File: src/hdl/mpfv_pkg.sv
// Constants, register map and carrier types for the pause, flow and VLAN block
package mpfv_pkg;
    localparam int unsigned CLK_MHZ = 250;
    // Register indices; byte address is four times the index
    localparam logic [5:0] IDX_ACC = 6'h06;
    localparam logic [5:0] IDX_DATA = 6'h07;
    localparam logic [5:0] IDX_FLOW = 6'h08;
    localparam logic [5:0] IDX_VLAN = 6'h09;
    localparam logic [5:0] IDX_CTRL = 6'h10;
    localparam logic [31:0] REG_RST = 32'h0000_0000;
    localparam int FLOW_TIME_LSB = 16;
    localparam int FLOW_FWD_BIT = 2;
    localparam int FLOW_EN_BIT = 1;
    localparam int ACC_ADDR_LSB = 11;
    localparam int ACC_IDX_LSB = 6;
    localparam int ACC_WR_BIT = 1;
    localparam int ACC_PEND_BIT = 0;
    localparam int CTRL_TXEN_BIT = 0;
    localparam int CTRL_FD_BIT = 1;
    localparam int CTRL_SPD_BIT = 2;
    localparam int CTRL_REQ_BIT = 3;
    // Control frame layout
    localparam logic [47:0] PAUSE_DA = 48'h0180_C200_0001;
    localparam logic [15:0] ETH_TYPE_CTRL = 16'h8808;
    localparam logic [15:0] PAUSE_OPCODE = 16'h0001;
    localparam logic [5:0] POS_SA = 6'h06;
    localparam logic [5:0] POS_TYPE = 6'h0C;
    localparam logic [5:0] POS_OP = 6'h0E;
    localparam logic [5:0] POS_TIME = 6'h10;
    localparam logic [5:0] PAUSE_LAST = 6'h3B;
    localparam logic [11:0] MAX_LEN = 12'h5EE;
    localparam logic [11:0] MAX_LEN_VLAN = 12'h5F2;
    // Slot time is 512 bit times
    localparam int unsigned SLOT_BITS = 512;
    localparam int unsigned BIT_NS_100 = 10;
    localparam int unsigned BIT_NS_10 = 100;
    localparam int unsigned SLOT_CYC_100 = SLOT_BITS * BIT_NS_100 * CLK_MHZ / 1000;
    localparam int unsigned SLOT_CYC_10 = SLOT_BITS * BIT_NS_10 * CLK_MHZ / 1000;
    typedef struct packed {
        logic [7:0] data;
        logic sof;
        logic eof;
        logic err;
    } mpfv_rx_beat_t;
    typedef struct packed {
        logic [7:0] data;
        logic last;
    } mpfv_tx_beat_t;
    typedef struct packed {
        logic valid;
        logic pause;
        logic [15:0] ptime;
        logic vlan;
        logic too_long;
        logic err;
    } mpfv_rx_sum_t;
    typedef struct packed {
        logic valid;
        logic filter;
        logic vlan;
        logic too_long;
        logic err;
    } mpfv_rx_stat_t;
endpackage

File: src/hdl/mpfv_rx_parse.sv
// Receive frame parser: control frame decode, VLAN detect, length check
`timescale 1ns/10ps
module mpfv_rx_parse (
    input wire logic core_clk,
    input wire logic rst,
    input wire logic rx_valid,
    input wire mpfv_pkg::mpfv_rx_beat_t rx_beat,
    input wire logic [15:0] vlan_tag,
    output mpfv_pkg::mpfv_rx_sum_t sum
);
    logic [11:0] cnt_r, cnt_nxt, idx, len;
    logic [15:0] type_r, type_nxt, op_r, op_nxt, time_r, time_nxt;
    mpfv_pkg::mpfv_rx_sum_t sum_r, sum_nxt;

    always_comb begin
        idx = rx_beat.sof ? 12'h000 : cnt_r;
        len = idx + 12'h001;
        cnt_nxt = cnt_r;
        type_nxt = type_r;
        op_nxt = op_r;
        time_nxt = time_r;
        sum_nxt = '0;
        if (rx_valid) begin
            if (idx != 12'hFFF) begin
                cnt_nxt = len;
            end
            case (idx)
                {6'h00, mpfv_pkg::POS_TYPE}: type_nxt[15:8] = rx_beat.data;
                {6'h00, mpfv_pkg::POS_TYPE} + 12'h001: type_nxt[7:0] = rx_beat.data;
                {6'h00, mpfv_pkg::POS_OP}: op_nxt[15:8] = rx_beat.data;
                {6'h00, mpfv_pkg::POS_OP} + 12'h001: op_nxt[7:0] = rx_beat.data;
                {6'h00, mpfv_pkg::POS_TIME}: time_nxt[15:8] = rx_beat.data;
                {6'h00, mpfv_pkg::POS_TIME} + 12'h001: time_nxt[7:0] = rx_beat.data;
                default: ;
            endcase
            if (rx_beat.eof) begin
                sum_nxt.valid = 1'b1;
                sum_nxt.err = rx_beat.err;
                sum_nxt.vlan = (type_nxt == vlan_tag);
                sum_nxt.pause = (type_nxt == mpfv_pkg::ETH_TYPE_CTRL) && (op_nxt == mpfv_pkg::PAUSE_OPCODE);
                sum_nxt.ptime = time_nxt;
                sum_nxt.too_long = len > (sum_nxt.vlan ? mpfv_pkg::MAX_LEN_VLAN : mpfv_pkg::MAX_LEN);
            end
        end
    end

    always_ff @(posedge core_clk) begin
        if (rst) begin
            cnt_r <= '0;
            type_r <= '0;
            op_r <= '0;
            time_r <= '0;
            sum_r <= '0;
        end else begin
            cnt_r <= cnt_nxt;
            type_r <= type_nxt;
            op_r <= op_nxt;
            time_r <= time_nxt;
            sum_r <= sum_nxt;
        end
    end

    assign sum = sum_r;
endmodule

File: src/hdl/mpfv_pause_gen.sv
// Pause control frame generator, one byte per accepted beat
`timescale 1ns/10ps
module mpfv_pause_gen (
    input wire logic core_clk,
    input wire logic rst,
    input wire logic start,
    input wire logic [15:0] pause_time,
    input wire logic [47:0] src_addr,
    output logic tx_valid,
    output mpfv_pkg::mpfv_tx_beat_t tx_beat,
    input wire logic tx_ready,
    output logic busy
);
    typedef enum logic [1:0] {MPFV_G_IDLE = 2'b01, MPFV_G_SEND = 2'b10} mpfv_gen_state_t;
    mpfv_gen_state_t st_r, st_nxt;
    logic [5:0] idx_r, idx_nxt;
    logic [15:0] time_r, time_nxt;
    mpfv_pkg::mpfv_tx_beat_t beat_r, beat_nxt;

    function automatic logic [7:0] byte_at(input logic [5:0] i, input logic [15:0] t, input logic [47:0] sa);
        logic [47:0] sh;
        sh = '0;
        if (i < mpfv_pkg::POS_SA) begin
            sh = mpfv_pkg::PAUSE_DA << (i * 8);
        end else if (i < mpfv_pkg::POS_TYPE) begin
            sh = sa << ((i - mpfv_pkg::POS_SA) * 8);
        end else if (i < mpfv_pkg::POS_OP) begin
            sh = {mpfv_pkg::ETH_TYPE_CTRL, 32'h0000_0000} << ((i - mpfv_pkg::POS_TYPE) * 8);
        end else if (i < mpfv_pkg::POS_TIME) begin
            sh = {mpfv_pkg::PAUSE_OPCODE, 32'h0000_0000} << ((i - mpfv_pkg::POS_OP) * 8);
        end else if (i < mpfv_pkg::POS_TIME + 6'h02) begin
            sh = {t, 32'h0000_0000} << ((i - mpfv_pkg::POS_TIME) * 8);
        end
        return sh[47:40];
    endfunction

    always_comb begin
        st_nxt = st_r;
        idx_nxt = idx_r;
        time_nxt = time_r;
        beat_nxt = beat_r;
        case (st_r)
            MPFV_G_IDLE: begin
                if (start) begin
                    st_nxt = MPFV_G_SEND;
                    idx_nxt = '0;
                    time_nxt = pause_time;
                    beat_nxt.data = byte_at(6'h00, pause_time, src_addr);
                    beat_nxt.last = 1'b0;
                end
            end
            MPFV_G_SEND: begin
                if (tx_ready) begin
                    if (beat_r.last) begin
                        st_nxt = MPFV_G_IDLE;
                    end else begin
                        idx_nxt = idx_r + 6'h01;
                        beat_nxt.data = byte_at(idx_nxt, time_r, src_addr);
                        beat_nxt.last = (idx_nxt == mpfv_pkg::PAUSE_LAST);
                    end
                end
            end
            default: st_nxt = MPFV_G_IDLE;
        endcase
    end

    always_ff @(posedge core_clk) begin
        if (rst) begin
            st_r <= MPFV_G_IDLE;
            idx_r <= '0;
            time_r <= '0;
            beat_r <= '0;
        end else begin
            st_r <= st_nxt;
            idx_r <= idx_nxt;
            time_r <= time_nxt;
            beat_r <= beat_nxt;
        end
    end

    assign tx_valid = (st_r == MPFV_G_SEND);
    assign tx_beat = beat_r;
    assign busy = (st_r == MPFV_G_SEND);
endmodule

File: src/hdl/mpfv_flow_ctl.sv
// Flow control, management data and VLAN register block with Avalon-MM slave
`timescale 1ns/10ps
module mpfv_flow_ctl #(
    parameter int unsigned SLOT_CYC_10 = mpfv_pkg::SLOT_CYC_10
) (
    input wire logic core_clk,
    input wire logic rst,
    input wire logic [7:0] avs_address,
    input wire logic avs_read,
    input wire logic avs_write,
    input wire logic [31:0] avs_writedata,
    input wire logic [3:0] avs_byteenable,
    output logic [31:0] avs_readdata,
    output logic avs_waitrequest,
    input wire logic rx_valid,
    input wire mpfv_pkg::mpfv_rx_beat_t rx_beat,
    input wire logic addr_pass,
    input wire logic promisc,
    output logic rxo_valid,
    output mpfv_pkg::mpfv_rx_beat_t rxo_beat,
    output mpfv_pkg::mpfv_rx_stat_t rx_stat,
    input wire logic [47:0] mac_addr,
    output logic tx_valid,
    output mpfv_pkg::mpfv_tx_beat_t tx_beat,
    input wire logic tx_ready,
    output logic tx_halt,
    output logic backpressure,
    output logic tx_enable,
    output logic full_duplex,
    output logic speed_100,
    output logic mgmt_start,
    output logic mgmt_write,
    output logic [4:0] mgmt_phy_addr,
    output logic [4:0] mgmt_reg_idx,
    output logic [15:0] mgmt_wdata,
    input wire logic mgmt_done,
    input wire logic [15:0] mgmt_rdata
);
    logic req, hit, ack_r, ack_nxt, wr_now, gen_busy, gen_start, busy, pause_accept;
    logic [5:0] idx;
    logic [31:0] rd_r, rd_nxt, rd_mux, wmask;
    logic [15:0] data_r, data_nxt, time_r, time_nxt, vlan_r, vlan_nxt;
    logic fwd_r, fwd_nxt, en_r, en_nxt;
    logic [3:0] ctrl_r, ctrl_nxt;
    logic req_prev_r;
    logic [4:0] acc_addr_r, acc_addr_nxt, acc_idx_r, acc_idx_nxt;
    logic acc_wr_r, acc_wr_nxt, pend_r, pend_nxt, start_r, start_nxt;
    logic [15:0] pcnt_r, pcnt_nxt, slot_r, slot_nxt, slot_lim;
    mpfv_pkg::mpfv_rx_sum_t sum;
    mpfv_pkg::mpfv_rx_stat_t stat_r, stat_nxt;
    mpfv_pkg::mpfv_rx_beat_t pipe_r [2];
    logic [1:0] pipe_v_r;

    mpfv_rx_parse u_parse (
        .core_clk(core_clk),
        .rst(rst),
        .rx_valid(rx_valid),
        .rx_beat(rx_beat),
        .vlan_tag(vlan_r),
        .sum(sum)
    );

    mpfv_pause_gen u_gen (
        .core_clk(core_clk),
        .rst(rst),
        .start(gen_start),
        .pause_time(time_r),
        .src_addr(mac_addr),
        .tx_valid(tx_valid),
        .tx_beat(tx_beat),
        .tx_ready(tx_ready),
        .busy(gen_busy)
    );

    // Bus slave: one wait cycle, then the answer
    assign req = avs_read | avs_write;
    assign idx = avs_address[7:2];
    assign avs_waitrequest = req & ~ack_r;
    assign wr_now = avs_write & ack_r;
    assign wmask = {{8{avs_byteenable[3]}}, {8{avs_byteenable[2]}}, {8{avs_byteenable[1]}}, {8{avs_byteenable[0]}}};
    assign avs_readdata = rd_r;

    assign tx_enable = ctrl_r[mpfv_pkg::CTRL_TXEN_BIT];
    assign full_duplex = ctrl_r[mpfv_pkg::CTRL_FD_BIT];
    assign speed_100 = ctrl_r[mpfv_pkg::CTRL_SPD_BIT];
    assign backpressure = ~full_duplex & tx_enable & en_r & ctrl_r[mpfv_pkg::CTRL_REQ_BIT];
    assign gen_start = full_duplex & tx_enable & ctrl_r[mpfv_pkg::CTRL_REQ_BIT] & ~req_prev_r & ~gen_busy;
    assign busy = full_duplex ? gen_busy : backpressure;
    assign pause_accept = sum.valid & sum.pause & ~sum.err & full_duplex & en_r;
    assign slot_lim = speed_100 ? 16'(mpfv_pkg::SLOT_CYC_100) : 16'(SLOT_CYC_10);
    assign tx_halt = (pcnt_r != 16'h0000);

    always_comb begin
        hit = 1'b1;
        case (idx)
            mpfv_pkg::IDX_ACC: rd_mux = {16'h0000, acc_addr_r, acc_idx_r, 4'h0, acc_wr_r, pend_r};
            mpfv_pkg::IDX_DATA: rd_mux = {16'h0000, data_r};
            mpfv_pkg::IDX_FLOW: rd_mux = {time_r, 13'h0000, fwd_r, en_r, busy};
            mpfv_pkg::IDX_VLAN: rd_mux = {16'h0000, vlan_r};
            mpfv_pkg::IDX_CTRL: rd_mux = {28'h0000000, ctrl_r};
            default: begin
                rd_mux = mpfv_pkg::REG_RST;
                hit = 1'b0;
            end
        endcase
    end

    // Register file and management handshake
    always_comb begin
        logic [31:0] w;
        w = (rd_mux & ~wmask) | (avs_writedata & wmask);
        ack_nxt = req & ~ack_r;
        rd_nxt = (avs_read & ~ack_r) ? rd_mux : rd_r;
        data_nxt = data_r;
        time_nxt = time_r;
        fwd_nxt = fwd_r;
        en_nxt = en_r;
        vlan_nxt = vlan_r;
        ctrl_nxt = ctrl_r;
        acc_addr_nxt = acc_addr_r;
        acc_idx_nxt = acc_idx_r;
        acc_wr_nxt = acc_wr_r;
        pend_nxt = pend_r;
        start_nxt = 1'b0;
        if (wr_now && hit) begin
            case (idx)
                mpfv_pkg::IDX_ACC: begin
                    if (!pend_r) begin
                        acc_addr_nxt = w[mpfv_pkg::ACC_ADDR_LSB +: 5];
                        acc_idx_nxt = w[mpfv_pkg::ACC_IDX_LSB +: 5];
                        acc_wr_nxt = w[mpfv_pkg::ACC_WR_BIT];
                        pend_nxt = w[mpfv_pkg::ACC_PEND_BIT];
                        start_nxt = w[mpfv_pkg::ACC_PEND_BIT];
                    end
                end
                mpfv_pkg::IDX_DATA: begin
                    if (!pend_r) begin
                        data_nxt = w[15:0];
                    end
                end
                mpfv_pkg::IDX_FLOW: begin
                    time_nxt = w[mpfv_pkg::FLOW_TIME_LSB +: 16];
                    fwd_nxt = w[mpfv_pkg::FLOW_FWD_BIT];
                    en_nxt = w[mpfv_pkg::FLOW_EN_BIT];
                end
                mpfv_pkg::IDX_VLAN: vlan_nxt = w[15:0];
                mpfv_pkg::IDX_CTRL: ctrl_nxt = w[3:0];
                default: ;
            endcase
        end
        if (pend_r && mgmt_done) begin
            pend_nxt = 1'b0;
            if (!acc_wr_r) begin
                data_nxt = mgmt_rdata;
            end
        end
    end

    always_ff @(posedge core_clk) begin
        if (rst) begin
            ack_r <= 1'b0;
            rd_r <= mpfv_pkg::REG_RST;
            data_r <= mpfv_pkg::REG_RST[15:0];
            time_r <= mpfv_pkg::REG_RST[31:16];
            fwd_r <= 1'b0;
            en_r <= 1'b0;
            vlan_r <= mpfv_pkg::REG_RST[15:0];
            ctrl_r <= mpfv_pkg::REG_RST[3:0];
            req_prev_r <= 1'b0;
            acc_addr_r <= '0;
            acc_idx_r <= '0;
            acc_wr_r <= 1'b0;
            pend_r <= 1'b0;
            start_r <= 1'b0;
        end else begin
            ack_r <= ack_nxt;
            rd_r <= rd_nxt;
            data_r <= data_nxt;
            time_r <= time_nxt;
            fwd_r <= fwd_nxt;
            en_r <= en_nxt;
            vlan_r <= vlan_nxt;
            ctrl_r <= ctrl_nxt;
            req_prev_r <= ctrl_r[mpfv_pkg::CTRL_REQ_BIT];
            acc_addr_r <= acc_addr_nxt;
            acc_idx_r <= acc_idx_nxt;
            acc_wr_r <= acc_wr_nxt;
            pend_r <= pend_nxt;
            start_r <= start_nxt;
        end
    end

    assign mgmt_start = start_r;
    assign mgmt_write = acc_wr_r;
    assign mgmt_phy_addr = acc_addr_r;
    assign mgmt_reg_idx = acc_idx_r;
    assign mgmt_wdata = data_r;

    // Pause timer and receive status
    always_comb begin
        pcnt_nxt = pcnt_r;
        slot_nxt = slot_r;
        if (pause_accept) begin
            pcnt_nxt = sum.ptime;
            slot_nxt = '0;
        end else if (pcnt_r != 16'h0000) begin
            if (slot_r >= slot_lim - 16'h0001) begin
                slot_nxt = '0;
                pcnt_nxt = pcnt_r - 16'h0001;
            end else begin
                slot_nxt = slot_r + 16'h0001;
            end
        end
        stat_nxt = '0;
        if (sum.valid) begin
            stat_nxt.valid = 1'b1;
            stat_nxt.vlan = sum.vlan;
            stat_nxt.too_long = sum.too_long;
            stat_nxt.err = sum.err;
            if (promisc) begin
                stat_nxt.filter = 1'b1;
            end else if (sum.pause && !sum.err) begin
                stat_nxt.filter = fwd_r;
            end else begin
                stat_nxt.filter = addr_pass;
            end
        end
    end

    // Received data is delayed so that its end lines up with the status word
    always_ff @(posedge core_clk) begin
        if (rst) begin
            pcnt_r <= '0;
            slot_r <= '0;
            stat_r <= '0;
            pipe_v_r <= '0;
            pipe_r[0] <= '0;
            pipe_r[1] <= '0;
        end else begin
            pcnt_r <= pcnt_nxt;
            slot_r <= slot_nxt;
            stat_r <= stat_nxt;
            pipe_v_r <= {pipe_v_r[0], rx_valid};
            pipe_r[0] <= rx_beat;
            pipe_r[1] <= pipe_r[0];
        end
    end

    assign rxo_valid = pipe_v_r[1];
    assign rxo_beat = pipe_r[1];
    assign rx_stat = stat_r;
endmodule

File: config.mk
export PLATFORM = sky130hd
export DESIGN_NAME = mpfv_flow_ctl
export DESIGN_NICKNAME = d
export VERILOG_FILES = /design/src/hdl/mpfv_pkg.sv /design/src/hdl/mpfv_rx_parse.sv /design/src/hdl/mpfv_pause_gen.sv /design/src/hdl/mpfv_flow_ctl.sv
export SDC_FILE = /design/constraint.sdc
export NUM_CORES = 1
export LEC_CHECK = 0
export BUFFER_PORTS_ARGS = -buffer_cell sky130_fd_sc_hd__buf_2
export CAP_MARGIN = 30
export CORE_MARGIN = 2
export CORE_UTILIZATION = 51
export DETAILED_ROUTE_END_ITERATION = 8
export PLACE_DENSITY = 0.81
export SYNTH_ARGS = -nofsm -noshare
export SYNTH_HDL_FRONTEND = slang
export SYNTH_SLANG_ARGS = --single-unit
File: constraint.sdc
create_clock -name core_clk -period 4 [get_ports core_clk]
set_clock_uncertainty 0.15 [all_clocks]
set_input_delay 0.6 -clock core_clk [delete_from_list [all_inputs] [get_ports core_clk]]
set_output_delay 0.6 -clock core_clk [all_outputs]
set_load 0.05 [all_outputs]
==> impl_metrics.ini, run 1 <==
[logic_synthesis]
synth_xor_xnor_area_share = 0.0317
yosysWarnings = 0
synthesis.area_um2 = 13000
synth-simple-area-share = 0.250
synth_top_family_by_area = simple AND/OR/NAND/NOR gates
synth_cell_types = 77
ys.flop_type = dfxtp_1
syn_nets = 1725
ys_seq_area_frac = 0.426
synth_area_leaders = dfxtp_1 (43%), nand2_1 (6.4%), a21oi_1 (5.8%), nor2_1 (4.0%), nand3_1 (3.8%)
yosys.area.top_type = dfxtp_1
synth_mux_area_frac = 0.0491
synth-compound-area-share = 0.179
synthCells = 1582
synth.avg_cell_area_um2 = 8.20
async_flop_share = 0
synthAdderAreaFrac = 0.0145
synth_top_area_share = 0.426
synth_edf_count = 0
ys_seq_elements = 276

[timing]
tns_ns = 0
whs_ns = 0.126
clock.fmax_mhz = 263
finalSetupViolCount = 0
slew_violations = 0
fin_crit_ns = 3.81
relSlewSlack = 0.391
rsz0062_at_grt = no
hold_violations = 0
worstMarginPinSlew_ns = 0.912
min_period_over_period = 0.952

[setup_path]
critPathLaunch = pcnt_r[4]$_SDFFE_PP0P_
cp.depth = 5
worstPathArrival_ns = 3.06
cp-start-kind = flop
cpPeakStageDelay_ns = 0.56
path_class = flop to output port
rr_startpoint = u_parse.cnt_r[2]$_SDFFE_PP0P_
path_cells = or4_4 > or3_1 > or3_4 > or4_1 > buf_2
r2r_slack_ns = 0.23
crit_path_max_fanout = 9
rr_worst_depth = 13
cp.required_ns = 3.25
rr_endpoint = u_parse.sum[1]$_SDFF_PP0_
cp_top_family = simple AND/OR/NAND/NOR gates
endpoint_kind = output port
cp.buffers_inverters = 1
cpMaxStageDelayCell = or4_4
endpoint = tx_halt

[floorplan]
fp.dieW_um = 164
start_util = 0.517
die_h_um = 164
core_um2 = 25100
num_io_pins = 221
rows = 58
dieArea_um2 = 26700

[drt]
wl_per_cell_um = 17.0
postRouteAntennaNets = 0
drt_iter0_markers = 1017
firstDrtPassIters = 5
vias = 12300
drc_errors = 0
vias_per_cell = 5.90
wirelength_mm = 35.5

[layout]
fillers = 2185
diodes = 0
drive_above_1_share = 0.189
nets = 1884
seq_area_um2 = 5530
syn_to_final_growth_pct = 17.6
multi_input_area_um2 = 6820
finalNonFillerCells = 2093
utilization = 0.608
largest_reg_flops = 32

[global_route]
grt_pass1_vias = 11300
grt_overflow_total = 0
grt_pass1_wl_mm = 56.9
track_usage = 0.256
grt_max_degree = 76
antenna_found_initial = 0

[power_and_ir_drop]
peakVddDrop_mv = 0.333
power.density_nw_per_um2 = 398
p_leak_nw = 6.12

[place]
placed_cells = 2040
io_buffers = 218
hpwl_mm = 24.9
place_congestion = 0.916

[clock_network]
cts_made_buffers = 29
htree_levels = 1
clockRootBuffer = clkbuf_16
cts_resized = 0
hold_buffers = 0
post_cts_buffers = 0
clkSlewWorstSetupHoldPaths_ns = 0.06
cts_tree = built
clk_latency_ns = 0.56
clock-sinks = 276
clockBufferDepth = 3

[hold_path]
hp-class = input port to flop
min_from = promisc

[job]
maxCapViolCount = 0

[status]
status = complete, no violations
-- metrics by stage --
stage | worst slack (ns) | total power [mW] | instance area (µm²)
2_1_floorplan | 0.0338 | 3.07 | 13000
3_3_place_gp | 0.112 | 3.21 | 14200
3_5_place_dp | 0.0632 | 3.21 | 14200
4_1_cts | 0.180 | 6.10 | 15300
5_1_grt | 0.0132 | 6.24 | 15300
6_report | 0.193 | 6.07 | 15300
-- cells in the mapped netlist (22+ instances only) --
master      n
dfxtp_1   276
nand2_1   220
a21oi_1   151
nor2_1    139
nand3_1    98
clkbuf_1   90
nor3_1     44
o21ai_0    43
inv_1      38
mux2i_1    31
nor2b_1    29
a22oi_1    25
xnor2_1    25
xor2_1     22
-- worst min-delay path by stage --
stage / end / slack (ns) / cells past startpoint
after global routing: rx_stat[3]$_SDFF_PP0_ / 0.12 / 2
final: rx_stat[3]$_SDFF_PP0_ / 0.13 / 2
after detailed placement: pipe_r[0][17]$_SDFF_PP0_ / 0.27 / 1
after global placement: pipe_r[0][11]$_SDFF_PP0_ / 0.27 / 1
after floorplan: rx_stat[1]$_SDFF_PP0_ / 0.26 / 1
after CTS: rx_stat[3]$_SDFF_PP0_ / 0.10 / 2
-- kinds of logic after synthesis --
kind of cell    Yosys count
fa+ha+maj                15
buf+inv                 158
compound gates          363
xor+xnor                 47
flops                   276
mux                      52
simple gates            671
-- layout by cell type (no fill, tap or decap), drive strengths merged, types with 6 or more instances in the layout --
| cell type | instances |
|---|---|
| nor2b | 29 |
| mux2i | 31 |
| and2 | 20 |
| xor2 | 22 |
| nor4 | 16 |
| nor4b | 7 |
| a22o | 9 |
| nand3b | 7 |
| or4 | 7 |
| o31ai | 14 |
| nand2 | 220 |
| a311oi | 7 |
| buf | 246 |
| or3 | 15 |
| o21ai | 44 |
| xnor2 | 25 |
| clkbuf | 40 |
| a211oi | 11 |
| a22oi | 25 |
| nand2b | 19 |
| and3 | 16 |
| nor3 | 45 |
| mux4 | 8 |
| nand3 | 98 |
| dfxtp | 276 |
| nand4 | 12 |
| ha | 15 |
| o211a | 13 |
| o22ai | 20 |
| a21oi | 151 |
| o211ai | 6 |
| a31oi | 10 |
| nor2 | 139 |
| mux2 | 13 |
| inv | 42 |
-- power breakdown --
group	internal (mW)	leakage, nW	switching [mW]	total, mW
Combinational	0.121	3.38	0.255	0.376
Sequential	2.77	2.23	0.0116	2.79
Clock	1.79	0.509	1.12	2.91
-- layer usage --
layer | wire [µm] | up-vias | global-route usage
li1 | - | 5926 | -
met1 | 15500 | 5748 | 0.356
met2 | 16200 | 606 | 0.415
met3 | 3210 | 62 | 0.0422
met4 | 632 | 0 | 0.0626
met5 | 0 | - | 0
-- cell type report --
class / instances / area share
Multi-Input combinational cell: 1148 / 0.447
Sequential cell: 276 / 0.362
Timing Repair Buffer: 246 / 0.0857
Clock buffer: 40 / 0.0548
Tap cell: 330 / 0.0271
Clock inverter: 13 / 0.0138
Inverter: 40 / 0.00984
(Power assumes the default switching activity.)
==> inputs of run 2 (changes only) <==
--- a/config.mk
+++ b/config.mk
@@ -9,7 +9,9 @@
 export CAP_MARGIN = 30
 export CORE_MARGIN = 2
 export CORE_UTILIZATION = 51
+export CTS_CLUSTER_DIAMETER = 80
 export DETAILED_ROUTE_END_ITERATION = 8
+export MAX_ROUTING_LAYER = met4
 export PLACE_DENSITY = 0.81
 export SYNTH_ARGS = -nofsm -noshare
 export SYNTH_HDL_FRONTEND = slang
==> run 2 against run 1 <==
Via count grew 0.63%. Wire length up 1.1%. Clock power up 5%. Clock-buffer cell count fell by 2. Core utilization rose by 0.30 points. Power up 2.6%. Non-clock buffer count grew 2.
==> impl_metrics.ini, run 2 (synthesized netlist as in run 1, its figures left out) <==
[place]
io_buffers = 218
placed_cells = 2042
hpwl_mm = 25.0
placed_cell_area_um2 = 14200
place_congestion = 0.928

[timing]
tns_ns = 0
relSlewSlack = 0.401
hold_violations = 0
rsz0062_at_grt = no
whs_ns = 0.132
clock.fmax_mhz = 264
worstMarginPinSlew_ns = 0.898
min_period_over_period = 0.947
slew_violations = 0
fin_crit_ns = 3.79
finalSetupViolCount = 0

[global_route]
track_usage = 0.267
grt_overflow_total = 0
grt_max_degree = 65
antenna_found_initial = 0
grt_pass1_wl_mm = 57.4
grt_pass1_vias = 11700

[drt]
vias = 12400
wl_per_cell_um = 17.1
wirelength_mm = 35.9
drt_iter0_markers = 966
drc_errors = 0
postRouteAntennaNets = 0
firstDrtPassIters = 5
vias_per_cell = 5.93

[clock_network]
clock-sinks = 276
cts_made_buffers = 28
clockRootBuffer = clkbuf_16
htree_levels = 1
cts_tree = built
clockBufferDepth = 3
clk_latency_ns = 0.55
clkSlewWorstSetupHoldPaths_ns = 0.06

[layout]
largest_reg_flops = 32
final_common_cell = dfxtp_1
finalNonFillerCells = 2094
syn_to_final_growth_pct = 18.2
nets = 1885
layout_common_cells = dfxtp_1 (276), nand2_1 (220), buf_2 (217)
design_area_um2 = 15300
drive_above_1_share = 0.191
diodes = 0

[setup_path]
path_class = flop to output port
cp.required_ns = 3.25
endpoint_kind = output port
r2r_slack_ns = 0.31
worstPathArrival_ns = 3.04
cp-start-kind = flop
crit_path_max_fanout = 9

[power_and_ir_drop]
pwr-share-comb = 0.061
finalPower_mw = 6.22
seqPwrFrac = 0.447
p_leak_nw = 6.15
p_int_mw = 4.85
power.density_nw_per_um2 = 406
clkPwrFrac = 0.492
peakVddDrop_mv = 0.362
p_sw_mw = 1.38
switching_share = 0.221

[status]
status = complete, no violations

[floorplan]
core_um2 = 25100
fp.dieW_um = 164
rows = 58
dieArea_um2 = 26700
start_util = 0.517
num_io_pins = 221
die_h_um = 164

[hold_path]
hp-class = input port to flop

[job]
maxCapViolCount = 0
==> run 2: changes by cell type in the layout (fill, tap and decap cells not counted) <==
cell | before | now
clkbuf_8 | 7 | 6
buf_4 | 28 | 30
clkbuf_1 | 4 | 3
nor4b_2 | 2 | 3
clkinvlp_4 | 2 | 3
inv_6 | 3 | 0
bufinv_16 | 5 | 8
nor4b_1 | 5 | 4
==> run 2: final timing paths <==
path / start / endpoint / cells past startpoint
worst max-delay path: pcnt_r[4]$_SDFFE_PP0P_ / tx_halt / 5
worst min-delay path: promisc / rx_stat[3]$_SDFF_PP0_ / 2
worst max register to register: u_parse.cnt_r[2]$_SDFFE_PP0P_ / u_parse.sum[1]$_SDFF_PP0_ / 13
worst min register to register: pipe_v_r[0]$_SDFF_PP0_ / pipe_v_r[1]$_SDFF_PP0_ / 1
==> run 2: cell type report <==
type,count,area (µm²)
clock buffer,38,820
clock inverter,14,282
inverter,40,150
timing repair buffer,248,1320
tap,330,413
sequential,276,5530
fill,2201,9770
multi-input combinational,1148,6820
==> run 2: critical path, stage by stage (launching register included) <==
cell	delay, ns
dfxtp_1	0.35
or4_4	0.55
or3_1	0.45
or3_4	0.43
or4_1	0.49
buf_2	0.23
==> run 2: repair_timing <==
item | in CTS | in global routing
setup endpoints to repair | 0 | 1
hold buffers | 0 | 0
resized for setup | 0 | 1
endpoints found under the hold margin | 0 | 0
buffers inserted | 0 | 0
==> run 2: per-stage QoR <==
step | setup slack (ns) | util
after global routing | 0.0525 | 0.611
after global placement | 0.0788 | 0.567
after floorplan | 0.0338 | -
after CTS | 0.186 | 0.611
final | 0.213 | 0.611
after detailed placement | 0.0175 | 0.567
==> run 2: power groups by stage <==
stage               combinational [mW]  clock, mW  sequential (mW)
detailed placement               0.372          0             2.85
global route                     0.405       3.21             2.79
global placement                 0.367          0             2.85
floorplan                        0.191          0             2.88
CTS                              0.374       3.10             2.78
finish                           0.380       3.06             2.78
==> run 2: routing by layer <==
metal	vias to the layer above	global-route usage	wire, µm
met1	5802	0.353	15400
met3	73	0.0409	3300
met2	633	0.426	16400
met5	-	-	0
met4	0	0.0789	790
li1	5912	-	-
==> inputs of run 3 (changes only) <==
--- a/config.mk
+++ b/config.mk
@@ -13,6 +13,7 @@
 export DETAILED_ROUTE_END_ITERATION = 8
 export MAX_ROUTING_LAYER = met4
 export PLACE_DENSITY = 0.81
+export RECOVER_POWER = 100
 export SYNTH_ARGS = -nofsm -noshare
 export SYNTH_HDL_FRONTEND = slang
 export SYNTH_SLANG_ARGS = --single-unit
==> run 3 against run 2 <==
The run now ends with max-capacitance violations, max-slew violations left. Global-route usage is the same. Sequential power about the same. Wire length stayed put. Die area unchanged.
==> impl_metrics.ini, run 3 (synthesized netlist as in run 1, its figures left out) <==
[clock_network]
cts_tree = built
clockBufferDepth = 3
cts_made_buffers = 28
clockRootBuffer = clkbuf_16
clk_latency_ns = 0.55
post_cts_buffers = 0
clock-sinks = 276
clkSlewWorstSetupHoldPaths_ns = 0.06
htree_levels = 1

[timing]
worstMarginPinSlew_ns = 2.73
relSlewSlack = -0.818
whs_ns = 0.130
slew_violations = 108
tns_ns = 0
finalSetupViolCount = 0
hold_violations = 0
fin_crit_ns = 3.86
min_period_over_period = 0.965
clock.fmax_mhz = 259
rsz0062_at_grt = no

[setup_path]
worstPathArrival_ns = 3.11
cp-start-kind = flop
cp.required_ns = 3.25
crit_path_max_fanout = 9
cpPeakStageDelay_ns = 0.59
critPathLaunch = pcnt_r[4]$_SDFFE_PP0P_
endpoint_kind = output port
path_class = flop to output port
cpMaxStageDelayCell = or4_1
path_cells = or4_1 > or3_1 > or3_4 > or4_1 > clkbuf_2
cpMostUsedCell = or4_1
rr_startpoint = u_parse.cnt_r[2]$_SDFFE_PP0P_

[global_route]
antenna_found_initial = 0
grt_pass1_wl_mm = 57.4
use_met2 = 0.426
grt_pass1_vias = 11700
met3_usage = 0.0409
grt_busiest_layer = met2
track_usage = 0.267
grt_max_degree = 65
grtUsageMet1 = 0.353
grt_overflow_total = 0

[layout]
largest_reg_flops = 32
nets = 1885
final_common_cell = dfxtp_1
drive_above_1_share = 0.130
diodes = 0
syn_to_final_growth_pct = 16.9
layout_common_cells = dfxtp_1 (276), nand2_1 (220), a21oi_1 (151)

[drt]
wl_per_cell_um = 17.1
vias_per_cell = 5.92
drc_errors = 0
drt_iter0_markers = 969
firstDrtPassIters = 6
postRouteAntennaNets = 0
vias = 12400
wirelength_mm = 35.9

[floorplan]
fp.dieW_um = 164
die_h_um = 164
start_util = 0.517
core_um2 = 25100
dieArea_um2 = 26700
num_io_pins = 221
rows = 58

[hold_path]
hp-class = input port to flop
min_from = promisc

[place]
place_congestion = 0.928
io_buffers = 218
hpwl_mm = 25.0

[power_and_ir_drop]
p_leak_nw = 5.71
power.density_nw_per_um2 = 410
peakVddDrop_mv = 0.363

[status]
status = finished with violations
violations = max-capacitance violations, max-slew violations

[job]
maxCapViolCount = 2
==> run 3: per-stage QoR <==
stage	total power, mW	cells	util	worst slack (ns)	area [µm²]
floorplan	3.07	1582	-	0.0338	13000
global placement	3.21	2042	0.567	0.0788	14200
detailed placement	3.22	2042	0.567	0.0175	14200
CTS	6.26	2094	0.611	0.186	15300
global route	6.40	2094	0.604	0.0298	15200
finish	6.22	2094	0.604	0.141	15200
==> run 3: power breakdown <==
| group | leakage, nW | total (mW) | switching [mW] | internal [mW] |
|---|---|---|---|---|
| Sequential | 2.23 | 2.78 | 0.0114 | 2.77 |
| Clock | 0.529 | 3.06 | 1.11 | 1.95 |
| Combinational | 2.95 | 0.372 | 0.257 | 0.115 |
==> run 3: worst paths after layout <==
kind                               end  slack (ns)  cells after the start
min reg2reg     pipe_v_r[1]$_SDFF_PP0_        0.29                      1
min              rx_stat[3]$_SDFF_PP0_        0.13                      2
max reg2reg  u_parse.sum[1]$_SDFF_PP0_        0.31                     13
max                            tx_halt        0.14                      5
==> run 3: layer usage <==
metal	wire length, µm	vias up
li1	-	5916
met1	15400	5803
met2	16500	606
met3	3200	74
met4	784	0
met5	0	-
==> run 3: repair_timing <==
item                       CTS  global route
gates resized for setup      0             1
setup endpoints to repair    0             1
hold buffers                 0             0
==> run 3: layout make-up <==
class                      count  area, µm²
fill                        2277       9940
clock buffer                  38        820
sequential                   276       5530
clock inverter                14        282
tap                          330        413
multi-input combinational   1148       6810
inverter                      40        150
timing repair buffer         248       1170
==> run 3: worst max-delay path: cells and delay by family (launching register included) <==
kind                   cells  cell delay (ns)
AND/OR/NAND/NOR            4             1.97
buffers and inverters      1             0.26
flip-flops                 1             0.34
